[src/common/pmc_pkg.sv]
// Constants and types shared by the output macrocell configuration block.
// Assumes a single 20 MHz clock domain; all values are static except pins.
package pmc_pkg;

	localparam int MC_COUNT     = 8;
	localparam int PT_PER_MC    = 8;
	localparam int PT_OE_IDX    = 0;
	localparam int IN_PIN_COUNT = 10;
	localparam int CLK_PIN_IDX  = 0;
	localparam int OE_PIN_IDX   = 9;
	localparam int OUTER_LO     = 0;
	localparam int OUTER_HI     = 7;
	localparam int CENTRE_A     = 3;
	localparam int CENTRE_B     = 4;
	localparam int SIG_BYTES    = 8;
	localparam int SIG_AW       = 3;
	localparam int CFG_W        = 18;

	localparam logic [7:0] OUTER_MASK  = 8'h81;
	localparam logic [7:0] CENTRE_MASK = 8'h18;
	localparam logic [7:0] MC_RST      = 8'h00;
	localparam logic [7:0] BYTE_RST    = 8'h00;
	localparam logic [CFG_W-1:0] CFG_RST = 18'h00000;

	typedef enum logic [1:0] {
		MODE_REG  = 2'b00,
		MODE_CPLX = 2'b01,
		MODE_SIMP = 2'b10
	} pmc_mode_t;

endpackage : pmc_pkg

[src/design/pmc_pin_keeper.sv]
// Weak keeper for a group of pins: holds the last level seen on each pin.
// Assumes drive-present flags are synchronous to the clock.
`timescale 1ns/1ns
`default_nettype none
module pmc_pin_keeper #(
	parameter int WIDTH = 8
) (
	input  wire logic             ref_clk,
	input  wire logic             reset,
	input  wire logic [WIDTH-1:0] extDrv,
	input  wire logic [WIDTH-1:0] extLvl,
	input  wire logic [WIDTH-1:0] ownOe,
	input  wire logic [WIDTH-1:0] ownLvl,
	output logic      [WIDTH-1:0] level
);
	logic [WIDTH-1:0] level_reg;
	logic [WIDTH-1:0] level_next;

	// Own buffer first, then any outside driver; keeper always loses
	always_comb begin
		for (int i = 0; i < WIDTH; i++) begin
			if (ownOe[i]) begin
				level_next[i] = ownLvl[i]; // [RQ1]
			end else if (extDrv[i]) begin
				level_next[i] = extLvl[i]; // [RQ1]
			end else begin
				level_next[i] = level_reg[i]; // [RQ1]
			end
		end
	end

	always_ff @(posedge ref_clk) begin
		if (reset) begin
			level_reg <= '0;
		end else begin
			level_reg <= level_next;
		end
	end

	assign level = level_reg;
endmodule : pmc_pin_keeper
`default_nettype wire

[src/design/pmc_config.sv]
// Output macrocell configuration logic: mode, product-term use, enables,
// feedback routing, signature storage and readout protection.
// Assumes static configuration ports and pins synchronous to ref_clk.
//
// Function
// RQ1 - Undriven input and I/O pins hold their last level, any driver wins.
// RQ2 - Eight macrocells, each registered, comb I/O, comb output or input.
// RQ3 - One global setting picks registered, complex or simple mode.
// RQ4 - An eight-byte user signature is readable whatever the fuse state.
// RQ5 - A programmed security fuse blocks configuration readout only.
// RQ6 - Registered mode makes pin one the clock and pin eleven the enable.
// RQ7 - Registered cells clock from the clock pin, enable from the OE pin.
// RQ8 - Registered-mode comb cells take enable from a term, sum seven terms.
// RQ9 - A cell set up as input has its output buffer always disabled; outer cells in complex mode and centre cells in simple mode ignore the setting.
// RQ10 - Complex mode feeds clock and OE pins through the outer cells' paths.
// RQ11 - Complex mode feeds the six inner pin levels back to the array.
// RQ12 - Complex mode sums seven terms and enables from one separate term.
// RQ13 - Simple mode sums eight terms, clock and OE pins are plain inputs.
// RQ14 - Simple mode centre cells are always-on outputs without feedback.
// RQ15 - The configurer picks the mode matching register and enable use.
// RQ16 - Reset clears every macrocell register, so registered pins go high.
// RQ17 - Mode and cell configuration are static, never changed by logic.
`timescale 1ns/1ns
`default_nettype none
module pmc_config
	import pmc_pkg::*;
#(
	parameter int NUM_MC = MC_COUNT
) (
	input  wire logic                      ref_clk,
	input  wire logic                      reset,
	input  wire logic [1:0]                modeSel,
	input  wire logic [NUM_MC-1:0]         mcRegCfg,
	input  wire logic [NUM_MC-1:0]         mcInputCfg,
	input  wire logic                      secFuse,
	input  wire logic [NUM_MC*PT_PER_MC-1:0] ptIn,
	input  wire logic [IN_PIN_COUNT-1:0]   inPinLvl,
	input  wire logic [IN_PIN_COUNT-1:0]   inPinDrv,
	input  wire logic [NUM_MC-1:0]         ioPinLvl,
	input  wire logic [NUM_MC-1:0]         ioPinDrv,
	input  wire logic                      sigWe,
	input  wire logic [SIG_AW-1:0]         sigWrAddr,
	input  wire logic [7:0]                sigWrData,
	input  wire logic                      sigRdReq,
	input  wire logic [SIG_AW-1:0]         sigAddr,
	input  wire logic                      cfgRdReq,
	output logic      [NUM_MC-1:0]         ioOut,
	output logic      [NUM_MC-1:0]         ioOe,
	output logic      [IN_PIN_COUNT-1:0]   arrayPin,
	output logic      [NUM_MC-1:0]         arrayFb,
	output logic      [7:0]                sigData,
	output logic                           sigValid,
	output logic      [CFG_W-1:0]          cfgData,
	output logic                           cfgValid,
	output logic                           cfgDenied
);
	function automatic logic sumTerm(input logic [PT_PER_MC-1:0] pts,
	                                 input logic oeTaken);
		logic [PT_PER_MC-1:0] used;
		used = pts;
		if (oeTaken) begin
			used[PT_OE_IDX] = 1'b0;
		end
		return |used;
	endfunction : sumTerm

	logic [IN_PIN_COUNT-1:0] inLvl;
	logic [NUM_MC-1:0]       ioLvl;
	logic [NUM_MC-1:0]       sum8Vec;
	logic [NUM_MC-1:0]       sum7Vec;
	logic [NUM_MC-1:0]       ptOeVec;
	logic                    clkRise;
	pmc_mode_t               mode;

	logic [NUM_MC-1:0]       mcFf_reg,    mcFf_next;
	logic                    clkPrev_reg, clkPrev_next;
	logic [NUM_MC-1:0]       ioOut_reg,   ioOut_next;
	logic [NUM_MC-1:0]       ioOe_reg,    ioOe_next;
	logic [IN_PIN_COUNT-1:0] arrayPin_reg, arrayPin_next;
	logic [NUM_MC-1:0]       arrayFb_reg, arrayFb_next;
	logic [7:0]              sigMem [SIG_BYTES];
	logic [7:0]              sigData_reg, sigData_next;
	logic                    sigValid_reg, sigValid_next;
	logic [CFG_W-1:0]        cfgData_reg, cfgData_next;
	logic                    cfgValid_reg, cfgValid_next;
	logic                    cfgDenied_reg, cfgDenied_next;

	pmc_pin_keeper #(.WIDTH(IN_PIN_COUNT)) inKeeper (
		.ref_clk (ref_clk),
		.reset   (reset),
		.extDrv  (inPinDrv),
		.extLvl  (inPinLvl),
		.ownOe   ('0),
		.ownLvl  ('0),
		.level   (inLvl)
	);

	pmc_pin_keeper #(.WIDTH(NUM_MC)) ioKeeper (
		.ref_clk (ref_clk),
		.reset   (reset),
		.extDrv  (ioPinDrv),
		.extLvl  (ioPinLvl),
		.ownOe   (ioOe_reg),
		.ownLvl  (ioOut_reg),
		.level   (ioLvl)
	);

	// Mode is a static setting; the array never writes it
	assign mode = pmc_mode_t'(modeSel); // [RQ3] [RQ17]

	always_comb begin
		for (int i = 0; i < NUM_MC; i++) begin
			sum8Vec[i] = sumTerm(ptIn[i*PT_PER_MC +: PT_PER_MC], 1'b0);
			sum7Vec[i] = sumTerm(ptIn[i*PT_PER_MC +: PT_PER_MC], 1'b1);
			ptOeVec[i] = ptIn[i*PT_PER_MC + PT_OE_IDX];
		end
	end

	// Pin clock sampled on ref_clk, so it must be well below 10 MHz
	always_comb begin
		clkPrev_next = inLvl[CLK_PIN_IDX];
		clkRise = inLvl[CLK_PIN_IDX] & ~clkPrev_reg; // [RQ6]
	end

	// Per-cell output, enable and feedback selection [RQ2]
	always_comb begin
		mcFf_next = mcFf_reg;
		ioOut_next = '0;
		ioOe_next = '0;
		arrayFb_next = '0;
		arrayPin_next = inLvl;
		for (int i = 0; i < NUM_MC; i++) begin
			unique case (mode)
				MODE_REG: begin
					if (mcInputCfg[i]) begin
						ioOe_next[i] = 1'b0; // [RQ9]
						arrayFb_next[i] = ioLvl[i];
					end else if (mcRegCfg[i]) begin
						if (clkRise) begin
							mcFf_next[i] = sum8Vec[i]; // [RQ7]
						end
						// Inverting buffer: cleared flop drives pin high
						ioOut_next[i] = ~mcFf_reg[i]; // [RQ16]
						ioOe_next[i] = ~inLvl[OE_PIN_IDX]; // [RQ7]
						arrayFb_next[i] = mcFf_reg[i];
					end else begin
						ioOut_next[i] = sum7Vec[i]; // [RQ8]
						ioOe_next[i] = ptOeVec[i]; // [RQ8]
						arrayFb_next[i] = ioLvl[i];
					end
				end
				MODE_CPLX: begin
					ioOut_next[i] = sum7Vec[i]; // [RQ12]
					if (OUTER_MASK[i]) begin
						ioOe_next[i] = ptOeVec[i]; // [RQ12]
						arrayFb_next[i] = (i == OUTER_LO) ?
							inLvl[CLK_PIN_IDX] : inLvl[OE_PIN_IDX]; // [RQ10]
					end else begin
						ioOe_next[i] = mcInputCfg[i] ?
							1'b0 : ptOeVec[i]; // [RQ9] [RQ12]
						arrayFb_next[i] = ioLvl[i]; // [RQ11]
					end
				end
				MODE_SIMP: begin
					ioOut_next[i] = sum8Vec[i]; // [RQ13]
					if (CENTRE_MASK[i]) begin
						ioOe_next[i] = 1'b1; // [RQ14]
						arrayFb_next[i] = 1'b0; // [RQ14]
					end else begin
						ioOe_next[i] = ~mcInputCfg[i]; // [RQ9] [RQ13]
						// Level arrives through the cell's own feedback path
						arrayFb_next[i] = ioLvl[i]; // [RQ14]
					end
				end
				default: begin
					// Illegal mode code keeps every buffer off
					ioOe_next[i] = 1'b0;
				end
			endcase
		end
		unique case (mode)
			MODE_REG: begin
				arrayPin_next[CLK_PIN_IDX] = 1'b0; // [RQ6]
				arrayPin_next[OE_PIN_IDX] = 1'b0; // [RQ6]
			end
			MODE_CPLX: begin
				// These two reach the array through the outer paths
				arrayPin_next[CLK_PIN_IDX] = 1'b0; // [RQ10]
				arrayPin_next[OE_PIN_IDX] = 1'b0; // [RQ10]
			end
			MODE_SIMP: begin
				arrayPin_next = inLvl; // [RQ13]
			end
			default: begin
				arrayPin_next = '0;
			end
		endcase
	end

	// Signature readout ignores the fuse; configuration readout does not
	always_comb begin
		sigValid_next = sigRdReq;
		sigData_next = sigRdReq ? sigMem[sigAddr] : sigData_reg; // [RQ4]
		cfgValid_next = cfgRdReq;
		cfgDenied_next = cfgDenied_reg;
		cfgData_next = cfgData_reg;
		if (cfgRdReq) begin
			cfgDenied_next = secFuse; // [RQ5]
			cfgData_next = secFuse ? CFG_RST :
				{modeSel, mcRegCfg, mcInputCfg}; // [RQ5]
		end
	end

	always_ff @(posedge ref_clk) begin
		if (sigWe) begin
			sigMem[sigWrAddr] <= sigWrData; // [RQ4]
		end
	end

	always_ff @(posedge ref_clk) begin
		if (reset) begin
			mcFf_reg      <= MC_RST; // [RQ16]
			clkPrev_reg   <= 1'b0;
			ioOut_reg     <= MC_RST;
			ioOe_reg      <= MC_RST;
			arrayPin_reg  <= '0;
			arrayFb_reg   <= MC_RST;
			sigData_reg   <= BYTE_RST;
			sigValid_reg  <= 1'b0;
			cfgData_reg   <= CFG_RST;
			cfgValid_reg  <= 1'b0;
			cfgDenied_reg <= 1'b0;
		end else begin
			mcFf_reg      <= mcFf_next;
			clkPrev_reg   <= clkPrev_next;
			ioOut_reg     <= ioOut_next;
			ioOe_reg      <= ioOe_next;
			arrayPin_reg  <= arrayPin_next;
			arrayFb_reg   <= arrayFb_next;
			sigData_reg   <= sigData_next;
			sigValid_reg  <= sigValid_next;
			cfgData_reg   <= cfgData_next;
			cfgValid_reg  <= cfgValid_next;
			cfgDenied_reg <= cfgDenied_next;
		end
	end

	assign ioOut     = ioOut_reg;
	assign ioOe      = ioOe_reg;
	assign arrayPin  = arrayPin_reg;
	assign arrayFb   = arrayFb_reg;
	assign sigData   = sigData_reg;
	assign sigValid  = sigValid_reg;
	assign cfgData   = cfgData_reg;
	assign cfgValid  = cfgValid_reg;
	assign cfgDenied = cfgDenied_reg;
endmodule : pmc_config
`default_nettype wire

[config.mk]
export PLATFORM = sky130hd
export DESIGN_NAME = pmc_config
export DESIGN_NICKNAME = d
export VERILOG_FILES = /design/src/common/pmc_pkg.sv /design/src/design/pmc_pin_keeper.sv /design/src/design/pmc_config.sv
export SDC_FILE = /design/constraint.sdc
export NUM_CORES = 1
export LEC_CHECK = 0
export BUFFER_PORTS_ARGS = -buffer_cell sky130_fd_sc_hd__buf_2
export CAP_MARGIN = 10
export CELL_PAD_IN_SITES_DETAIL_PLACEMENT = 1
export CELL_PAD_IN_SITES_GLOBAL_PLACEMENT = 2
export CORE_MARGIN = 5
export CORE_UTILIZATION = 28
export DETAILED_ROUTE_END_ITERATION = 8
export GPL_TIMING_DRIVEN = 0
export PLACE_DENSITY = 0.75
export SKIP_LAST_GASP = 1
export SYNTH_ARGS = -nofsm -noshare
export SYNTH_HDL_FRONTEND = slang
export SYNTH_SLANG_ARGS = --single-unit
[constraint.sdc]
create_clock -name ref_clk -period 1.45 [get_ports ref_clk]
set_input_delay 0.145 -clock ref_clk [delete_from_list [all_inputs] [get_ports ref_clk]]
set_output_delay 0.145 -clock ref_clk [all_outputs]
set_load 0.03 [all_outputs]
Word level (Yosys, flattened, before mapping)
Memories as Yosys holds them, arrays and structs flattened. A register that Yosys moved wholly into a read port is not among the register bits.
Cells that the tools add are included.
{"block": "word_totals", "regBits": 82, "ramBits": 64, "n_memories": 1, "out_inout_bits": 63, "wordCells": 194}
{"block": "op_classes", "n_mux": 97, "eq_ne": 2, "reduce_logical": 37, "bitwise_logic": 21}
{"name": "sigMem", "depth": 8, "word_bits": 8, "rd": 1, "rd_clocked_by_memory_dff": 1, "wr": 1, "line": "pmc_config.sv:81", "text": "logic [7:0] sigMem [SIG_BYTES];"}
{"op": "two-way mux 1 bit", "count": 72}
{"op": "OR reduction 8 bit", "count": 8}
{"op": "OR reduction 7 bit", "count": 8}
{"op": "one-hot mux 1 bit (3 select lines)", "count": 18}
{"op": "AND reduction 4 bit", "count": 8}
{"op": "NOT 1 bit", "count": 20}
{"op": "two-way mux 18 bit", "count": 1}
{"op": "nonzero test 2 bit", "count": 8}
{"op": "one-hot mux 1 bit (2 select lines)", "count": 6}
{"op": "OR reduction 2 bit", "count": 3}
{"op": "OR reduction 3 bit", "count": 1}
{"op": "== test 2 x 1 -> 1 bit, second input constant", "count": 1}
{"op": "== test 2 bit, second input constant", "count": 1}
{"op": "logical NOT 2 bit", "count": 1}
{"op": "AND 1 bit", "count": 1}

Depth between registers and ports, before layout
Gate-level depths: netlist (run 1).
{"block": "logic_depth", "ltp_word": 4, "mapped_depth": 7, "ltp_nobuf": 6}

Cells and area by module
Synthesis (run 1) repeated with hierarchy kept, for this count alone.
{"block": "unflattened", "hier_cells": 555, "hier_area_um2": 6424.9}
{"mod": "pmc_config", "area_per_inst_um2": 5560.3, "instances": 1, "cells_each": 463}
{"mod": "pmc_pin_keeper (inKeeper)", "area_per_inst_um2": 480.5, "instances": 1, "cells_each": 51}
{"mod": "pmc_pin_keeper (ioKeeper)", "area_per_inst_um2": 384.1, "instances": 1, "cells_each": 41}

Worst setup path before layout (run 1)
No wires, ideal clock.
{"block": "synth_path", "path_type": "input port to flip-flop", "startpoint": "input port sigAddr[0]", "endpoint": "register sigData_reg[5] (netlist: sigData[5]) (read register of sigMem)", "arrival_time_ps": 1295, "path_buffers": 2, "required_ps": 1318, "setup_time_ps": 132, "path_slack_ps": 23, "cell_stages": 5, "path_cell_list": "buf_2 buf_4 mux4_2 o22ai_1 nor3_1"}
{"item": "start: declaration", "line": "pmc_config.sv:45", "text": "input wire logic [SIG_AW-1:0] sigAddr,"}
{"item": "end: declaration", "line": "pmc_config.sv:82", "text": "logic [7:0] sigData_reg, sigData_next;"}

Final worst setup path (run 1)
{"block": "layout_path", "startpoint": "input port modeSel[0]", "endpoint": "register ioOe_reg[5] (netlist: ioOe[5])"}
{"block": "layout_between", "elab_chain_cells": 2, "elab_cells_between_ends": 4, "cone_classes": "2 x eq/ne; 1 x mux; 1 x reduce/logical"}
{"item": "start: declaration", "line": "pmc_config.sv:32", "text": "input wire logic [1:0] modeSel,"}
{"item": "== test 2 bit, or another cell as far along", "line": "pmc_config.sv:133", "text": "unique case (mode)"}
{"item": "one-hot mux 1 bit (3 select lines) *", "line": "pmc_config.sv:133"}
{"item": "end signal: assignment", "line": "pmc_config.sv:237", "text": "ioOe_reg <= ioOe_next;"}
{"item": "end: declaration", "line": "pmc_config.sv:78", "text": "logic [NUM_MC-1:0] ioOe_reg, ioOe_next;"}
Mark *: on every way between the ends. The rest lies on a longest branch, timed or not.
A chain may end at the register's enable or synchronous reset.

==> results of run 1 <==
-- timing repair --
item,CTS,global route
endpoints found under the hold margin,52,0
resized for setup,4,4
setup endpoints to repair,28,14
setup buffers,1,0
pin swaps,1,0
hold buffers,30,0
-- where the power goes --
part | internal (mW) | total (mW) | leakage [nW] | switching (mW)
sequential | 4.69 | 4.77 | 1.32 | 0.0796
combinational | 0.513 | 1.24 | 1.88 | 0.723
clock | 2.66 | 4.51 | 0.285 | 1.85
-- worst reg2reg max path, stage by stage (launching register included) --
cell,delay [ns]
dfxtp_1,0.33
clkbuf_2,0.27
mux2i_1,0.14
a221oi_1,0.32
nor3_1,0.11
-- cell type report --
type / count / area share (%)
sequential: 154 / 43.91
inverter: 7 / 0.3098
timing repair buffer: 230 / 15.40
buffer: 28 / 1.402
multi-input combinational: 354 / 27.85
clock buffer: 21 / 5.429
clock inverter: 11 / 1.564
tap: 280 / 4.131
-- per-layer routing --
layer  vias to the layer above  track usage, %  wire length, um
met3                        17           3.909             1052
met1                      2581           19.14             8665
met4                         0           3.994              195
met5                         -               0                0
li1                       2481               -                -
met2                       155           30.72            11310
-- cells in the final DEF, fill, tap and decap left out, drive strengths merged, types with 4 or more instances in the layout --
cell type    Yosys  routed
a21o            10      10
a21oi           44      44
a221oi           4       4
a2bb2oi          7       7
a32oi            6       6
and2             8       8
buf              4     204
clkbuf          24      45
dfxtp           90      90
dlygate4sd3      0      30
edfxtp          64      64
ha               4       4
inv              7      12
mux2i           23      23
mux4            16      16
nand2           14      14
nand2b          12      12
nand3b           7       7
nor2            78      78
nor2b           36      36
nor3            23      23
nor3b           11      11
nor4             7       7
o21ai           18      18
o22ai           15      15
-- kinds of logic after synthesis --
group | share of synthesized area, %
buffers and inverters | 2.212
AO/OA/AOI/OAI | 10.78
flip-flops | 59.83
adder cells (fa/ha/maj) | 0.8042
multiplexers | 9.851
AND/OR/NAND/NOR | 16.53
-- worst min path at each step --
stage / cells past startpoint / end / from
detailed placement: 3 / inKeeper.level[3]$_SDFFE_PP0P_ / inPinLvl[3]
global placement: 3 / inKeeper.level[8]$_SDFFE_PP0P_ / inPinLvl[8]
global route: 1 / sigMem[1][7]$_DFFE_PP_ / sigWrData[7]
CTS: 1 / sigMem[5][0]$_DFFE_PP_ / sigWrData[0]
finish: 3 / cfgDenied$_SDFFE_PP0P_ / secFuse
floorplan: 1 / ioOe[1]$_SDFF_PP0_ / mcInputCfg[1]
-- through the flow --
| stage | utilization [%] | instances | TNS (ns) |
|---|---|---|---|
| final | 38.86 | 1085 | 0 |
| after CTS | 38.83 | 1084 | 0 |
| after floorplan | - | 543 | 0 |
| after global routing | 38.86 | 1085 | 0 |
| after detailed placement | 34.67 | 1021 | -25.83 |
| after global placement | 34.64 | 1020 | -23.94 |
==> impl_metrics.toml, run 1 <==
[outcome]
status = "completed"

[yosys]
synth.distinct_cells = 34
ys.warnings.count = 0
syn_inst = 543
synth.top_cells.by_count = "dfxtp_1 (90), nor2_1 (78), edfxtp_1 (64), a21oi_1 (44), nor2b_1 (36)"
syn_area_sq_mm = 0.006223
synth_most_common_cell = "dfxtp_1"
ys_seq_area_share_pct = 59.83
synth_area_leader_cell = "edfxtp_1"
synth_ff_type = "dfxtp_1"
syn_nets = 685
synth_seq_cells = 154
synth_edf_count = 64
postSynth.asyncResetShare_pct = 0
avgSynthCellArea_sq_um = 11.46
yosysTopAreaCellShare_pct = 30.88
ys_top_cells_by_area = "edfxtp_1 (31%), dfxtp_1 (29%), mux4_2 (5.8%)"

[timing]
slew_violations = 0
fin_crit_sh_pct = 93.53
setup_viol = 0
fin_crit_ns = 1.356
whs_ns = 0.01321
worst_slew_pin_slew_ns = 1.012
finalHoldViolations = 0
max_freq_mhz = 737.3
rsz0062_at_grt = "false"
setup_ws_ns = 0.09376
max_slew_margin_pct = 32.29
fin_skew_ns = 0.008781

[power_and_ir_drop]
finalPower_mw = 10.51
power_density_mw_per_mm2 = 1240
vdd_drop_max_uv = 778.0
leakagePower_nw = 3.484

[floorplan]
core_area_sq_mm = 0.02182
io_pins = 201
start_util_pct = 28.52
die_w_um = 159.1
die_h_um = 159.1
rows = 54
die-area_sq_mm = 0.02531

[cells_and_area]
seqCellArea_sq_mm = 0.003724
final_area_sq_mm = 0.008481
syn2layout_area_growth_pct = 36.27
largest_reg_flops = 64
fillCellCount = 2473
antennaDiodeCount = 0
nNetsFinal = 934
final_layout_size_suffix_gt1_share_pct = 32.42
multiInputGateArea_sq_mm = 0.002362

[place]
dp_hpwl_um = 15700
numPortBuffers = 197
dpl_worst_slack_ns = -0.6327
gp_congestion = 0.7725
placed_area_sq_mm = 0.007567

[job]
cap_viol_max_count = 0

[critical_path]
r2r_end = "ioOe[5]$_SDFF_PP0_"
crit_cells = 7
crit_type = "input pin to flip-flop"
reg2reg_slack_ns = 0.13
required_ns = 1.72
crit_path_frequent_cell = "clkbuf_2"
worstPathCellList = "buf_2, inv_1, ha_1, clkbuf_2, clkbuf_2, a221oi_1, nor3_1"
rr_startpoint = "inKeeper.level[9]$_SDFFE_PP0P_"
path_buf_inv = 4
startpoint_type = "input pin"
critical-path-max-stage-delay_ns = 0.37
path_delay_family = "buffers and inverters"
critPathMaxFanout = 10
critPathLaunch = "modeSel[0]"
cp.arrival_ns = 1.62
critical_path.slowest_cell = "a221oi_1"
cp-end-kind = "flip-flop"
crit_end = "ioOe[5]$_SDFF_PP0_"
r2r_cells = 4

[cts]
path_clk_slew_ns = 0.06
cts_made_buffers = 17
insertion_delay_ns = 0.42
clkSinkCount = 154
cts_buffer_depth = 2
cts_tree = "yes"
h-tree-depth = 4
cts-root-buf = "clkbuf_16"

[routing]
via_per_inst = 4.824
final_antenna_net_count = 0
drt_iter0_drc = 278
drc_errors = 0
routed_wl_um = 21230
vias = 5234
firstDrtPassIters = 6
wl_per_cell_um = 19.56

[global_route]
grt_pass1_wl_um = 33110
grt_pass1_vias = 5856
antenna_found_initial = 0
grt_usage_pct = 16.54
grt_overflow_total = 0
grt_max_degree = 17

[worst_hold_path]
hold_path_class = "input pin to flip-flop"
Power figures use the tool's default switching activity.
==> run 2, diff against run 1 <==
--- a/config.mk
+++ b/config.mk
@@ -14,3 +14,2 @@
 export DETAILED_ROUTE_END_ITERATION = 8
-export GPL_TIMING_DRIVEN = 0
 export PLACE_DENSITY = 0.75
--- a/constraint.sdc
+++ b/constraint.sdc
@@ -3,2 +3,2 @@
 set_output_delay 0.145 -clock ref_clk [all_outputs]
-set_load 0.03 [all_outputs]
+set_load 0.05 [all_outputs]
==> run 2 against run 1 <==
Critical path depth fell by 1. Critical endpoint is now arrayFb[0]$_SDFF_PP0_. Fmax down 4.9%. First-iteration DRC count fell by 58%. Total power fell by 0.78%. Setup slack lost 0.070 ns. Sequential power about the same. Global-route usage is 1.1 points lower. Clock-buffer cell count increased by 2. Highest routed layer is now met5.
==> impl_metrics.toml, run 2 (same netlist as run 1, synthesis figures left out) <==
[outcome]
status = "completed"

[timing]
fin_crit_ns = 1.427
rsz0062_at_grt = "false"
max_freq_mhz = 700.9
max_slew_margin_pct = 33.84
finalHoldViolations = 0
slew_violations = 0
fin_skew_ns = 0.01140
setup_viol = 0
worst_slew_pin_slew_ns = 0.9880
fin_crit_sh_pct = 98.39

[place]
dp_hpwl_um = 14550
numPortBuffers = 200
placed_area_sq_mm = 0.007734
gp_congestion = 0.7756
post-place-cells = 1024

[floorplan]
rows = 54
die_h_um = 159.1
die-area_sq_mm = 0.02531
io_pins = 201
start_util_pct = 28.52
die_w_um = 159.1
core_area_sq_mm = 0.02182

[worst_hold_path]
hold_path_class = "input pin to flip-flop"

[cells_and_area]
nNetsFinal = 936
final_area_sq_mm = 0.008620
fin_cells = 1088
seqCellArea_sq_mm = 0.003724
largest_reg_flops = 64
syn2layout_area_growth_pct = 38.50
final_common_cell = "buf_2"
final_layout_size_suffix_gt1_share_pct = 34.82
fillCellCount = 2479
multiInputGateArea_sq_mm = 0.002365
final_cell_mix = "buf_2 (200), dfxtp_1 (90), nor2_1 (78)"

[routing]
vias = 5229
firstDrtPassIters = 4
drt_iter0_drc = 118
final_antenna_net_count = 0
via_per_inst = 4.806
drc_errors = 0
wl_per_cell_um = 18.27
routed_wl_um = 19880

[cts]
insertion_delay_ns = 0.42
cts_tree = "yes"
post-cts-setup-buffers = 0
clkSinkCount = 154
cts-root-buf = "clkbuf_16"
cts_made_buffers = 17
h-tree-depth = 4
path_clk_slew_ns = 0.06
cts_buffer_depth = 2

[critical_path]
cp.arrival_ns = 1.72
cp-end-kind = "flip-flop"
crit_type = "input pin to flip-flop"
startpoint_type = "input pin"
critPathMaxFanout = 4
required_ns = 1.75

[power_and_ir_drop]
finalPower_mw = 10.43
vdd_drop_max_uv = 729.8
power_density_mw_per_mm2 = 1210
leakagePower_nw = 3.584

[global_route]
grt_overflow_total = 0
grt_max_degree = 54
grt_pass1_vias = 5795
antenna_found_initial = 2
grt_pass1_wl_um = 31380
grt_usage_pct = 15.42

[job]
cap_viol_max_count = 0
-- run 2: cell types whose count changed in the layout (fill, tap and decap cells not counted), moves of 3 or more --
cell / before / now
buf_4: 3 / 25
clkbuf_1: 20 / 3
clkbuf_2: 6 / 0
buf_12: 0 / 4
inv_6: 5 / 2
-- run 2: worst paths after layout --
| kind | startpoint | end | slack, ns | cells after the start |
|---|---|---|---|---|
| min | sigWrData[5] | sigMem[6][5]$_DFFE_PP_ | 0.01 | 1 |
| max | mcInputCfg[0] | arrayFb[0]$_SDFF_PP0_ | 0.02 | 6 |
| min reg2reg | inKeeper.level[1]$_SDFFE_PP0P_ | arrayPin[1]$_SDFF_PP0_ | 0.46 | 1 |
| max reg2reg | inKeeper.level[9]$_SDFFE_PP0P_ | ioOe[1]$_SDFF_PP0_ | 0.15 | 3 |
-- run 2: layer usage --
layer | GRT usage, % | vias to the layer above | routed length [um]
met1 | 17.32 | 2547 | 7962
li1 | - | 2484 | -
met2 | 28.15 | 164 | 10500
met4 | 4.731 | 2 | 388
met3 | 4.478 | 32 | 1006
met5 | 0 | - | 20
-- run 2: report_power, final --
part / internal [mW] / switching [mW] / leakage (nW)
clock: 2.54 / 1.74 / 0.277
combinational: 0.553 / 0.821 / 1.99
sequential: 4.69 / 0.0830 / 1.32
total: 7.78 / 2.65 / 3.58
-- run 2: final cells by class --
| class | count | share of cell area, % |
|---|---|---|
| tap | 280 | 4.064 |
| sequential | 154 | 43.20 |
| inverter | 7 | 0.3048 |
| clock inverter | 9 | 1.045 |
| antenna | 1 | 0.02903 |
| multi-input combinational | 354 | 27.44 |
| timing repair buffer | 260 | 18.32 |
| clock buffer | 23 | 5.603 |
-- run 2: critical path: stages --
cell,delay [ns]
dlygate4sd3_1,0.54
buf_2,0.14
nand2b_1,0.17
mux2_2,0.35
a222oi_1,0.32
nor2_1,0.07
-- run 2: stage by stage --
step | setup slack (ns) | setup TNS (ns) | utilization, % | hold WS (ns)
after global routing | 0.01144 | 0 | 39.50 | 0.01546
after detailed placement | -0.1287 | -0.3622 | 35.44 | 0.3956
after CTS | 0.04660 | 0 | 39.49 | 0.004692
final | 0.02334 | 0 | 39.50 | 0.01237
after floorplan | 0.02299 | 0 | - | 0.2243
after global placement | -0.1009 | -0.1629 | 35.44 | 0.3836
-- run 2: timing repair --
item | CTS | global route
resized for setup | 0 | 0
hold endpoints to repair | 50 | 0
setup endpoints to repair | 0 | 0
hold buffers | 31 | 0
==> run 3, diff against run 2 <==
- CORE_ASPECT_RATIO: not set -> 1.75
==> run 3 against run 2 <==
Total power grew 4.6%. Critical endpoint is now inKeeper.level[0]$_SDFFE_PP0P_. Core utilization grew 0.31 points. Die area grew 0.47%.
==> impl_metrics.toml, run 3 (same netlist as run 1, synthesis figures left out) <==
[outcome]
status = "completed"

[cells_and_area]
syn2layout_area_growth_pct = 40.59
final_area_sq_mm = 0.008750
final_common_cell = "buf_2"
largest_reg_flops = 64
final_layout_size_suffix_gt1_share_pct = 35.30
nNetsFinal = 942
fillCellCount = 2525
final_cell_mix = "buf_2 (200), dfxtp_1 (90), nor2_1 (78)"
antennaDiodeCount = 0

[global_route]
grt_usage_pct = 16.16
grtUsageMet1_pct = 16.55
met3_usage_pct = 3.680
met2_usage_pct = 30.63
grt_pass1_vias = 5881
grt_overflow_total = 0
grt_busiest_layer = "met2"
grt_pass1_wl_um = 31400
grt_max_degree = 27
antenna_found_initial = 0

[cts]
clkSinkCount = 154
cts_tree = "yes"
h-tree-depth = 4
cts_buffer_depth = 2
insertion_delay_ns = 0.43
cts_made_buffers = 17
path_clk_slew_ns = 0.07
cts-root-buf = "clkbuf_16"

[timing]
fin_crit_ns = 1.300
fin_crit_sh_pct = 89.66
setup_viol = 0
finalHoldViolations = 0
max_freq_mhz = 769.2
max_slew_margin_pct = 63.81
worst_slew_pin_slew_ns = 0.5379
setup_ws_ns = 0.1499
rsz0062_at_grt = "false"
fin_skew_ns = 0.008241
slew_violations = 0

[routing]
routed_wl_um = 20670
firstDrtPassIters = 4
drc_errors = 0
via_per_inst = 4.797
vias = 5320
drt_iter0_drc = 199
final_antenna_net_count = 0
wl_per_cell_um = 18.64

[place]
dpl_worst_slack_ns = -0.1168
placed_area_sq_mm = 0.007809
numPortBuffers = 200
dp_hpwl_um = 15700
gp_congestion = 0.8321

[floorplan]
start_util_pct = 28.31
die_w_um = 122.7
core_area_sq_mm = 0.02198
die_h_um = 207.2
rows = 72
die-area_sq_mm = 0.02543
io_pins = 201

[job]
cap_viol_max_count = 0

[worst_hold_path]
hold_path_class = "input pin to flip-flop"

[critical_path]
required_ns = 1.76
crit_type = "flip-flop to flip-flop"
cp.arrival_ns = 1.61
critPathMaxFanout = 4
startpoint_type = "flip-flop"
cp-end-kind = "flip-flop"

[power_and_ir_drop]
finalPower_mw = 10.91
vdd_drop_max_uv = 1008
leakagePower_nw = 3.643
power_density_mw_per_mm2 = 1246
[run 3: cell type report]
| class | instances | area, sq um | share of cell area [%] |
|---|---|---|---|
| Multi-Input combinational cell | 354 | 2362 | 27.00 |
| Timing Repair Buffer | 266 | 1637 | 18.70 |
| Clock buffer | 21 | 471.7 | 5.391 |
| Inverter | 7 | 26.28 | 0.3003 |
| Sequential cell | 154 | 3724 | 42.56 |
| Tap cell | 296 | 370.4 | 4.233 |
| Clock inverter | 11 | 158.9 | 1.816 |
[run 3: metrics by stage]
stage | instances | TNS [ns] | utilization [%] | hold WS, ns
finish | 1109 | 0 | 39.81 | 0.01151
global placement | 1046 | -0.1521 | 35.52 | 0.3825
floorplan | 543 | 0 | - | 0.2243
CTS | 1108 | 0 | 39.76 | 0.0002958
detailed placement | 1046 | -0.4061 | 35.52 | 0.3909
global route | 1109 | 0 | 39.81 | 0.01119
[run 3: worst max-delay path, cell delays in order (launching register included)]
cell,delay [ns]
dfxtp_1,0.31
buf_4,0.14
mux2i_1,0.12
dlygate4sd3_1,0.56
nor2_1,0.04
[run 3: repair_timing]
action | in CTS | in global routing
gates resized for setup | 0 | 0
endpoints found under the hold margin | 55 | 3
buffers inserted | 0 | 0
hold buffers | 30 | 1
[run 3: routing by layer]
metal / share of wire [%] / vias up
met5: 0 / -
met4: 2.6 / 0
met3: 5.0 / 33
met2: 56 / 184
met1: 37 / 2608
li1: - / 2495
[run 3: final timing paths]
| kind | from | to | slack, ns | cells after the start |
|---|---|---|---|---|
| max reg2reg | inKeeper.level[0]$_SDFFE_PP0P_ | inKeeper.level[0]$_SDFFE_PP0P_ | 0.15 | 4 |
| min | sigWrData[6] | sigMem[7][6]$_DFFE_PP_ | 0.01 | 1 |
| min reg2reg | inKeeper.level[6]$_SDFFE_PP0P_ | arrayPin[6]$_SDFF_PP0_ | 0.46 | 1 |
| max | inKeeper.level[0]$_SDFFE_PP0P_ | inKeeper.level[0]$_SDFFE_PP0P_ | 0.15 | 4 |
[run 3: where the power goes]
| group | total (mW) | internal [mW] | switching [mW] |
|---|---|---|---|
| Sequential | 4.77 | 4.69 | 0.0842 |
| Combinational | 1.41 | 0.569 | 0.837 |
| Clock | 4.73 | 2.89 | 1.84 |
| Total | 10.9 | 8.15 | 2.76 |
